File: src/stp_params.svh
// Constants of the serial test port: register byte addresses, key values,
// control field positions and reset values. Included by the design file and the bench.
`ifndef STP_PARAMS_SVH
`define STP_PARAMS_SVH

// Register byte addresses on the APB
`define STP_ADDR_KEY_FIRST 32'hffff0880
`define STP_ADDR_CONTROL 32'hffff0884
`define STP_ADDR_KEY_SECOND 32'hffff0888
`define STP_ADDR_BYTES_ONE_TWO 32'hffff088c
`define STP_ADDR_BYTES_THREE_FOUR 32'hffff0890
`define STP_ADDR_BYTES_FIVE_SIX 32'hffff0894

// Unlock key values
`define STP_KEY_FIRST_VAL 16'h0007
`define STP_KEY_SECOND_VAL 16'h00b9

// Control register fields
`define STP_CTL_EN_BIT 0
`define STP_CTL_RST_BIT 1
`define STP_CTL_LEN_LSB 2
`define STP_CTL_LEN_MSB 4
`define STP_CTL_STATE_LSB 5
`define STP_CTL_STATE_MSB 8
`define STP_CTL_RESET 16'h0000
`define STP_DATA_RESET 16'h0000

// Burst length: code 101 is six bytes, higher codes clamp to it
`define STP_LEN_MAX 3'h5

// Packet layout: start, 8 data, parity, 2 stops
`define STP_PACKET_BITS 4'hc
`define STP_PARITY_POS 4'h9

// State field codes outside the shifting phase
`define STP_CODE_WAIT 4'hd
`define STP_CODE_QUEUED 4'he
`define STP_CODE_IDLE 4'h0

`endif

File: src/stp_pkg.sv
// Types of the serial test port: unlock sequence, shifter phase and state record.
// Assumes nothing of its surroundings.
package stp_pkg;

   // Progress through the two-key protected control write
   typedef enum logic [1:0] {
      KEY_IDLE,
      KEY_ARMED,
      KEY_PENDING
   } stp_key_t;

   // Shifter phase
   typedef enum logic [1:0] {
      TX_IDLE,
      TX_WAIT,
      TX_SEND
   } stp_tx_t;

   // Whole state of the top module
   typedef struct packed {
      logic pready;
      logic pslverr;
      logic [31:0] prdata;
      stp_key_t key;
      logic [15:0] ctl_pend;
      logic en;
      logic [2:0] len;
      logic [2:0][15:0] dat;
      logic [2:0] loaded;
      logic loading;
      logic [2:0] idx;
      stp_tx_t tx;
      logic [3:0] cnt;
      logic [10:0] sh;
      logic [7:0] byt;
      logic pin;
   } stp_state_t;

endpackage

File: src/stp_serial_test_transmitter.sv
// Serial test port: APB register file, two-key protected control, a byte FIFO
// and a one-pin transmitter sending 12-bit packets at the baud timer rate.
// Assumes an APB3 master on pclk and a one-cycle baud_tick pulse per timer overflow.
//
// Functional notes
// - Each burst sends one to six bytes, each in its own 12-bit packet.
// - Packet is start bit, eight data bits, parity bit, two stop bits.
// - One bit time advances per baud timer overflow pulse.
// - Missing or wrong second key, or any other write before it, discards the pending control write.
// - First data register sends low byte first, high byte second.
// - Second data register sends low byte third, high byte fourth.
// - Third data register sends low byte fifth, high byte sixth.
// - Enabled port with loaded data registers starts sending without further command.
// - Control bits 4:2 give length, 000 is one byte up to 101 six.
// - Control bit 1 resets the port; control then reads all zeros.
// - Control bit 0 enables the port.
// - Control bits 8:5 read nonzero while sending, zero when idle.
//
// The implementer's own choice: register access over APB.
`include "stp_params.svh"

// Byte FIFO between the burst loader and the shifter
module stp_fifo #(
   parameter int WIDTH = 8,
   parameter int DEPTH = 8
) (
   // Clock and reset
   input wire logic clk,
   input wire logic rst_n,
   input wire logic flush,
   // Filling side
   input wire logic in_valid,
   output logic in_ready,
   input wire logic [WIDTH-1:0] in_data,
   // Draining side
   output logic out_valid,
   input wire logic out_ready,
   output logic [WIDTH-1:0] out_data
);
   localparam int AW = $clog2(DEPTH);

   typedef struct packed {
      logic [AW:0] wp;
      logic [AW:0] rp;
   } stp_fifo_state_t;

   stp_fifo_state_t s_q, s_d;
   logic [WIDTH-1:0] mem [DEPTH];
   logic push, pop;

   // Pointer arithmetic needs a power-of-two depth
   if (DEPTH < 2 || (DEPTH & (DEPTH - 1)) != 0)
   begin : g_bad_depth
      $error("stp_fifo: DEPTH must be a power of two, at least 2");
   end

   // Full when pointers differ only in the wrap bit
   assign in_ready = (s_q.wp ^ s_q.rp) != {1'b1, {AW{1'b0}}};
   assign out_valid = s_q.wp != s_q.rp;
   assign out_data = mem[s_q.rp[AW-1:0]];
   assign push = in_valid && in_ready;
   assign pop = out_valid && out_ready;

   // Next pointers; flush drops everything queued
   always_comb
   begin
      s_d = s_q;
      if (push)
         s_d.wp = s_q.wp + 1'b1;
      if (pop)
         s_d.rp = s_q.rp + 1'b1;
      if (flush)
         s_d = '0;
   end

   always_ff @(posedge clk or negedge rst_n)
   begin
      if (!rst_n)
         s_q <= '0;
      else
         s_q <= s_d;
   end

   // Storage carries no reset; only pointers decide what is valid
   always_ff @(posedge clk)
   begin
      if (push && !flush)
         mem[s_q.wp[AW-1:0]] <= in_data;
   end
endmodule // stp_fifo

module stp_serial_test_transmitter #(
   parameter int FIFO_DEPTH = 8
) (
   // Clock and reset
   input wire logic pclk,
   input wire logic presetn,
   // APB slave
   input wire logic psel,
   input wire logic penable,
   input wire logic pwrite,
   input wire logic [31:0] paddr,
   input wire logic [31:0] pwdata,
   output logic [31:0] prdata,
   output logic pready,
   output logic pslverr,
   // Baud timer overflow pulse
   input wire logic baud_tick,
   // Serial test pin
   output logic tx_pin
);
   if (FIFO_DEPTH < 2)
   begin : g_bad_fifo
      $error("stp_serial_test_transmitter: FIFO_DEPTH must be at least 2");
   end

   stp_pkg::stp_state_t s_q, s_d;
   logic acc, wr, commit, port_rst, start, fifo_flush;
   logic fifo_in_ready, fifo_out_valid, fifo_pop;
   logic [7:0] fifo_out_data, push_byte;
   logic [3:0] state_code;

   // Last byte index of a burst, codes above 101 clamp to six bytes
   function automatic logic [2:0] stp_last(input logic [2:0] len);
      stp_last = (len > `STP_LEN_MAX) ? `STP_LEN_MAX : len;
   endfunction

   // Data registers that must be written before a burst of this length
   function automatic logic [2:0] stp_need(input logic [2:0] len);
      stp_need = (len >= 3'h4) ? 3'b111 : (len >= 3'h2) ? 3'b011 : 3'b001;
   endfunction

   // Byte n of the burst: low byte of a register goes before its high byte
   function automatic logic [7:0] stp_pick(input logic [2:0][15:0] dat, input logic [2:0] idx);
      stp_pick = idx[0] ? dat[idx[2:1]][15:8] : dat[idx[2:1]][7:0];
   endfunction

   // Data register slot of a byte address
   function automatic logic [1:0] stp_slot(input logic [31:0] a);
      stp_slot = 2'((a - `STP_ADDR_BYTES_ONE_TWO) >> 2);
   endfunction

   // Access completes at the edge that samples pready high
   assign acc = psel && penable && s_q.pready;
   assign wr = acc && pwrite;
   assign commit = wr && paddr == `STP_ADDR_KEY_SECOND && s_q.key == stp_pkg::KEY_PENDING
                   && pwdata[15:0] == `STP_KEY_SECOND_VAL;
   assign port_rst = commit && pwdata[15:0] == `STP_KEY_SECOND_VAL && s_q.ctl_pend[`STP_CTL_RST_BIT];
   assign fifo_flush = port_rst;
   assign start = s_q.en && !s_q.loading && (s_q.loaded & stp_need(s_q.len)) == stp_need(s_q.len);
   assign push_byte = stp_pick(s_q.dat, s_q.idx);
   assign fifo_pop = fifo_out_valid && s_q.tx == stp_pkg::TX_IDLE && !port_rst;

   // Nonzero while any part of a burst is in flight
   assign state_code = (s_q.tx == stp_pkg::TX_SEND) ? s_q.cnt
                       : (s_q.tx == stp_pkg::TX_WAIT) ? `STP_CODE_WAIT
                       : (s_q.loading || fifo_out_valid) ? `STP_CODE_QUEUED : `STP_CODE_IDLE;

   stp_fifo #(
      .WIDTH(8),
      .DEPTH(FIFO_DEPTH)
   ) u_fifo (
      .clk(pclk),
      .rst_n(presetn),
      .flush(fifo_flush),
      .in_valid(s_q.loading),
      .in_ready(fifo_in_ready),
      .in_data(push_byte),
      .out_valid(fifo_out_valid),
      .out_ready(fifo_pop),
      .out_data(fifo_out_data)
   );

   // Bus, unlock sequence, burst loader and shifter
   always_comb
   begin
      s_d = s_q;
      // One wait state: pready rises in the second access cycle
      s_d.pready = psel && penable && !s_q.pready;
      s_d.pslverr = 1'b0;
      s_d.prdata = '0;
      if (psel && penable && !s_q.pready)
      begin
         case (paddr)
            `STP_ADDR_CONTROL:
               s_d.prdata = {23'h0, state_code, s_q.len, 1'b0, s_q.en};
            `STP_ADDR_BYTES_ONE_TWO, `STP_ADDR_BYTES_THREE_FOUR, `STP_ADDR_BYTES_FIVE_SIX:
               s_d.prdata = {16'h0, s_q.dat[stp_slot(paddr)]};
            `STP_ADDR_KEY_FIRST, `STP_ADDR_KEY_SECOND:
               s_d.prdata = '0;
            default:
               s_d.pslverr = 1'b1;
         endcase
      end

      // Loaded flags: a software write in the start cycle survives the clear
      if (start)
         s_d.loaded = '0;
      if (wr)
      begin
         // Any write other than the next key step breaks the sequence
         s_d.key = stp_pkg::KEY_IDLE;
         case (paddr)
            `STP_ADDR_KEY_FIRST:
               if (pwdata[15:0] == `STP_KEY_FIRST_VAL)
                  s_d.key = stp_pkg::KEY_ARMED;
            `STP_ADDR_CONTROL:
               if (s_q.key == stp_pkg::KEY_ARMED)
               begin
                  s_d.ctl_pend = pwdata[15:0];
                  s_d.key = stp_pkg::KEY_PENDING;
               end
            `STP_ADDR_KEY_SECOND:
               if (commit)
               begin
                  s_d.en = s_q.ctl_pend[`STP_CTL_EN_BIT];
                  s_d.len = s_q.ctl_pend[`STP_CTL_LEN_MSB:`STP_CTL_LEN_LSB];
               end
            `STP_ADDR_BYTES_ONE_TWO, `STP_ADDR_BYTES_THREE_FOUR, `STP_ADDR_BYTES_FIVE_SIX:
            begin
               s_d.dat[stp_slot(paddr)] = pwdata[15:0];
               s_d.loaded[stp_slot(paddr)] = 1'b1;
            end
            default:
               s_d.key = stp_pkg::KEY_IDLE;
         endcase
      end

      // Loader queues the burst; FIFO back-pressure holds it
      if (start)
      begin
         s_d.loading = 1'b1;
         s_d.idx = 3'h0;
      end
      else if (s_q.loading && fifo_in_ready)
      begin
         s_d.idx = s_q.idx + 3'h1;
         if (s_q.idx == stp_last(s_q.len))
            s_d.loading = 1'b0;
      end

      // Shifter: every bit lasts exactly one baud tick period
      case (s_q.tx)
         stp_pkg::TX_IDLE:
         begin
            s_d.pin = 1'b1;
            if (fifo_pop)
            begin
               s_d.byt = fifo_out_data;
               s_d.sh = {2'b11, ^fifo_out_data, fifo_out_data};
               s_d.tx = stp_pkg::TX_WAIT;
            end
         end
         stp_pkg::TX_WAIT:
            if (baud_tick)
            begin
               s_d.pin = 1'b0;
               s_d.cnt = 4'h1;
               s_d.tx = stp_pkg::TX_SEND;
            end
         stp_pkg::TX_SEND:
            if (baud_tick)
            begin
               if (s_q.cnt == `STP_PACKET_BITS)
               begin
                  s_d.pin = 1'b1;
                  s_d.cnt = 4'h0;
                  s_d.tx = stp_pkg::TX_IDLE;
               end
               else
               begin
                  s_d.pin = s_q.sh[0];
                  s_d.sh = {1'b1, s_q.sh[10:1]};
                  s_d.cnt = s_q.cnt + 4'h1;
               end
            end
         default:
            s_d.tx = stp_pkg::TX_IDLE;
      endcase

      // Port reset aborts everything and clears the control fields
      if (port_rst)
      begin
         s_d.en = 1'b0;
         s_d.len = 3'h0;
         s_d.loaded = '0;
         s_d.loading = 1'b0;
         s_d.tx = stp_pkg::TX_IDLE;
         s_d.cnt = 4'h0;
         s_d.pin = 1'b1;
      end
   end

   // State register; pin resets high so the line shows idle at once
   always_ff @(posedge pclk or negedge presetn)
   begin
      if (!presetn)
      begin
         s_q <= '0;
         s_q.pin <= 1'b1;
         s_q.dat <= {3{`STP_DATA_RESET}};
      end
      else
         s_q <= s_d;
   end

   assign prdata = s_q.prdata;
   assign pready = s_q.pready;
   assign pslverr = s_q.pslverr;
   assign tx_pin = s_q.pin;
endmodule // stp_serial_test_transmitter

File: config.mk
export PLATFORM = sky130hd
export DESIGN_NAME = stp_serial_test_transmitter
export DESIGN_NICKNAME = d
export VERILOG_FILES = /design/src/stp_pkg.sv /design/src/stp_serial_test_transmitter.sv
export VERILOG_INCLUDE_DIRS = /design/src
export SDC_FILE = /design/constraint.sdc
export NUM_CORES = 1
export LEC_CHECK = 0
export BUFFER_PORTS_ARGS = -buffer_cell sky130_fd_sc_hd__buf_4
export CORE_AREA = 2 2 159 161
export CTS_CLUSTER_DIAMETER = 60
export DETAILED_ROUTE_END_ITERATION = 10
export DIE_AREA = 0 0 161 163
export GPL_ROUTABILITY_DRIVEN = 0
export PLACE_DENSITY = 0.55
export SKIP_LAST_GASP = 1
export SLEW_MARGIN = 20
export SYNTH_ARGS = -nofsm -noshare
export SYNTH_HDL_FRONTEND = slang
export SYNTH_SLANG_ARGS = --single-unit
File: constraint.sdc
create_clock -name pclk -period 3.5 [get_ports pclk]
set_input_delay 0.7 -clock pclk [delete_from_list [all_inputs] [get_ports pclk]]
set_output_delay 0.7 -clock pclk [all_outputs]
set_load 0.02 [all_outputs]
# Word-level counts from Yosys, hierarchy flattened
# Memory sizes are Yosys's and may differ from the RTL's.
# Index checks and enable logic that the tools add are counted.
# totals
register_bits,145
mem_bits_rw,64
inputBits,70
output_inout_bits,35
word_cells,157
n_memories,1
# op_classes
addsub,5
n_lt_le_gt_ge,6
eq_ne,24
mux,53
bitwise,3
reduce_logical,45
# memory_table
name,words,width,rd,rd_ports_with_merged_regs,wr,line_no,rtl
u_fifo.mem,8,8,1,0,1,stp_serial_test_transmitter.sv:48,logic [WIDTH-1:0] mem [DEPTH];
# ops
cell,count
"equality test 32 bit, second input constant",6
binary-select mux 16 bit (select 2 bit),2
two-way mux 55 bit,1
two-way mux 51 bit,1
bitwise mux 48 bit,1
two-way mux 16 bit,3
two-way mux 4 bit,12
two-way mux 33 bit,1
demux 16 bit (select 2 bit),1
case mux 16 bit (2 select lines),1
case mux 11 bit (2 select lines),1
two-way mux 19 bit,1
two-way mux 18 bit,1
logical AND 1 bit,17
two-way mux 17 bit,1
"equality test 16 x 3 -> 1 bit, second input constant",1
"equality test 16 x 8 -> 1 bit, second input constant",1
two-way mux 8 bit,2
nonzero test 2 bit,7
"adder 4 x 1 -> 4 bit, second input constant",3
two-way mux 6 bit,2
AND reduction 3 bit,4
two-way mux 11 bit,1
two-way mux 1 bit,10
37 further kinds,55

# Logic depth before layout (Yosys ltp)
# depth
word_depth,13
ltp_mapped,10
mapped_depth_nobuf,8

# By module
# Synthesis repeated with hierarchy kept, for this count alone.
# hier_totals
cells_unflattened,703
area_unflattened_um2,8759.7
# modules_own_cells
module,instances,cells_per_inst,area_each_um2,seq_area_each_um2
stp_serial_test_transmitter,1,529,5614.1,2553.7
stp_fifo,1,174,3145.5,2122.0

# Worst setup path after synthesis
# OpenSTA, ideal clock, no wires.
# synth_path
kind,in2reg
startpoint,input port paddr[2]
endpoint,memory u_fifo.mem[4][0] (enable)
setup_time_ns,0.383
t_arrival_ns,2.853
t_required_ns,3.117
setup_slack_ns,0.264
cell_stages,8
n_path_buf,2
path_cell_list,inv_1 > clkbuf_1 > ha_1 > and3b_1 > and4_1 > buf_2 > or3b_2 > nor3_1
# synth_between
elab_chain_cells,10
# synth_lines
item,line_no,rtl
start: declaration,stp_serial_test_transmitter.sv:102,"input wire logic [31:0] paddr,"
equality test 32 bit,--,
logical AND 1 bit (no source line),--,
logical AND 1 bit,stp_serial_test_transmitter.sv:146,assign commit = wr && paddr == `STP_ADDR_KEY_SECOND && s_q.key == stp_pkg::KEY_PENDING
logical AND 1 bit (no source line) (2 in a row),--,
logical AND 1 bit,stp_serial_test_transmitter.sv:148,assign port_rst = commit && pwdata[15:0] == `STP_KEY_SECOND_VAL && s_q.ctl_pend[`STP_CTL_RST_BIT];
logical NOT 1 bit,stp_serial_test_transmitter.sv:87,if (push && !flush)
logical AND 1 bit,stp_serial_test_transmitter.sv:87,
two-way mux 1 bit,stp_serial_test_transmitter.sv:87,
two-way mux 1 bit (implied by the code),stp_serial_test_transmitter.sv:88,mem[s_q.wp[AW-1:0]] <= in_data;
end: declaration,stp_serial_test_transmitter.sv:48,
# No other way between the ends.

# Worst setup path in the final report
# layout_path
startpoint,input port paddr[20]
endpoint,register s_q[17] (netlist name)
# layout_between
elab_chain_cells,10
# layout_lines
item,line_no,rtl
equality test 32 bit,--,
logical AND 1 bit (no source line),--,
logical AND 1 bit,stp_serial_test_transmitter.sv:146,
logical AND 1 bit (no source line) (2 in a row),--,
logical AND 1 bit,stp_serial_test_transmitter.sv:148,
logical NOT 1 bit,stp_serial_test_transmitter.sv:152,assign fifo_pop = fifo_out_valid && s_q.tx == stp_pkg::TX_IDLE && !port_rst;
logical AND 1 bit,stp_serial_test_transmitter.sv:152,
!= test 2 x 1 -> 1 bit (no source line),--,
AND reduction 4 bit (no source line),--,
end: declaration,stp_serial_test_transmitter.sv:117,"stp_pkg::stp_state_t s_q, s_d;"
# No other way between the ends.
# A chain may end at the register's enable or synchronous reset.

==> reports/results.tsv <==
metric	value	unit
status	finished, final reports clean	
CTS tree	built	
Clock Tree Buf Depth	2	
wire per inst	17.7	um
syn avg cell area	12.7	um2
Yosys cell types	60	
Hold Violations, Final	0	
CP max FO	6	
max_cap viols	0	
setup_tns	0	ns
sequential fraction of the synthesis area	0.550	
number of synthesized flops with an enable pin	64	
Req. time, crit path	3.80	ns
cell family with most CP delay	simple AND/OR/NAND/NOR gates	
power share of the clock group	0.432	
Initial Util	0.344	
hold_ws	0.297	ns
Worst-path clk slew	0.07	ns
ys async rst share	0.632	
Die X-Extent	161	um
Logic pwr share	0.061	
CP arrival	3.04	ns
Placeable Area	24700	um2
Worst path max stage delay	0.52	ns
root buffer cell	clkbuf_16	
critical path cell sequence	buf_4, nand4_1, or4_4, nor4_1, and4_1, o32a_1, mux2i_1, o21ai_0	
# hold bufs at CTS	0	
layout cells sized above 1	0.275	
Initial DRT Pass Iterations	4	
Sw Share	0.226	
Resized Gates After CTS	0	
via/cell ratio	4.89	
Mapped Area	8500	um2
Reg-to-Reg Start	pready$_DFF_PN0_	
first-pass GRT wire length	30900	um
HPWL Detailed	13500	um
Fill cells	2373	
crit end category	register	
# rows	58	
IO Pins	105	
Final Skew	0.0109	ns
Max Clk Rate	0.365	GHz
Synth area leader	dfrtp_1	
Reg area	4680	um2
largest net degree at the start of global routing	49	
PD cells	433	nW/um2
Cells after DPL	1051	
residual DRC count	0	
Port Buf Inserts	72	
nets	826	
worst slew pin tran	0.896	ns
WS Path Type	primary input to register	
Slowest cell on crit path	or4_4	
final cell count without fillers	1083	
clock latency on the worst-skew pair	0.43	ns
post-route clock period utilization	0.783	
Die ar.	26200	um2
area occupied by multi-input gates	3410	um2
DR vias	5292	
Area contributors post-synth	dfrtp_1 32%, edfxtp_1 23%, mux2i_1 5.1%	
global route total overflow	0	
crit path time final	2.74	ns
VDD IR max	0.000305	V
yosys warns	0	
die span in y	163	um
total power	4.27	mW
clock sinks	174	
# diodes	0	
Cells after Synth	671	
Starting DRT DRC Count	325	
vias in the first global route	5448	
htree depth	4	
Net Sw Power	0.964	mW
postcts setup bufs	0	
remaining antenna violation count	0	
Hold Crit Class	primary input to async pin	
Leakage	4.29	nW
final setup violation count	0	
RSZ-0062 raised after global routing	false	
area grow syn2layout	16.1	%
internal power	3.30	mW
Slew headroom	0.403	
leading register cell type out of synthesis	dfrtp_1	
Reg power frac	0.508	
Final Max Tran Viols	0	
#FFs+latches synth	174	
Total Routed Length	19200	um
Num CTS Buffers	17	
share of the synthesized area in the top cell type	0.321	
Critical Path Start	paddr[20]	
critical path buffer and inverter count	1	
antenna violations before repair	0	
CP Launch Type	primary input	
total track usage	0.153	
-- cells in the final DEF, fill, tap and decap left out, drive strengths merged, types with 20 or more instances in the layout --
cell    count
a21oi      37
buf        94
clkbuf     20
dfrtp     109
edfxtp     64
mux2       54
mux2i      43
nand2      55
nor2       52
o22ai      20
-- cells in the mapped netlist, types with 8 or more instances --
cell type,number
dfrtp_1,109
edfxtp_1,64
nand2_1,52
nor2_1,52
mux2i_1,43
a21oi_1,37
buf_4,33
mux2_2,27
mux2_4,27
o22ai_1,20
inv_1,17
ha_1,16
mux4_2,16
o21ai_0,16
clkbuf_1,13
xnor2_1,12
nand3_1,9
o221ai_1,8
xor2_1,8
-- routing by layer --
layer	track usage	vias up	share of wire
met5	0	-	0
met4	0.0313	0	0.0059
met3	0.0267	10	0.036
met2	0.261	115	0.50
met1	0.206	2630	0.46
li1	-	2537	-
-- power groups by stage --
stage | Clock, mW | Combinational (mW) | Sequential (mW)
final | 1.84 | 0.259 | 2.17
after global placement | 0 | 0.259 | 2.21
after floorplan | 0 | 0.140 | 2.20
after detailed placement | 0 | 0.262 | 2.21
after global routing | 1.96 | 0.290 | 2.17
after CTS | 1.89 | 0.264 | 2.17
-- through the flow --
stage          worst slack (ns)   util  cell area (um2)
3_3_place_gp              0.329  0.377             9290
6_report                  0.761  0.400             9860
2_1_floorplan             0.264      -             8550
4_1_cts                   0.757  0.400             9860
3_5_place_dp              0.305  0.377             9290
5_1_grt                   0.644  0.400             9860
-- final timing paths --
path	cells past startpoint	to	slack, ns
max in group asynchronous	2	tx_pin$_DFFE_PN1P_	2.39
setup reg to reg	6	u_fifo.mem[2][5]$_DFFE_PP_	0.98
setup / recovery	8	s_q[17]$_DFFE_PN0P_	0.76
hold reg to reg	1	s_q[19]$_DFFE_PN0P_	0.47
min in group pclk	1	s_q[19]$_DFFE_PN0P_	0.47
hold / removal	1	async pin	0.30
-- cells by family (layout without fill, tap and decap cells) --
logic type | Yosys count | in the layout | share of synthesized area
xor+xnor | 20 | 20 | 0.0206
other cells | 1 | 16 | 0.000441
compound gates | 97 | 97 | 0.0697
fa+ha+maj | 16 | 16 | 0.0236
flops | 174 | 174 | 0.550
mux | 113 | 113 | 0.177
buf+inv | 77 | 144 | 0.0554
simple gates | 173 | 173 | 0.103
-- layout make-up --
cell class,instances,area share
flip-flops and latches,174,0.474
clock buffers,20,0.0453
multi-input cells,435,0.345
inverters,18,0.00685
clock inverters,12,0.0123
well taps,330,0.0419
repair buffers,94,0.0741
Note: power is estimated with default switching activity, not from simulation.
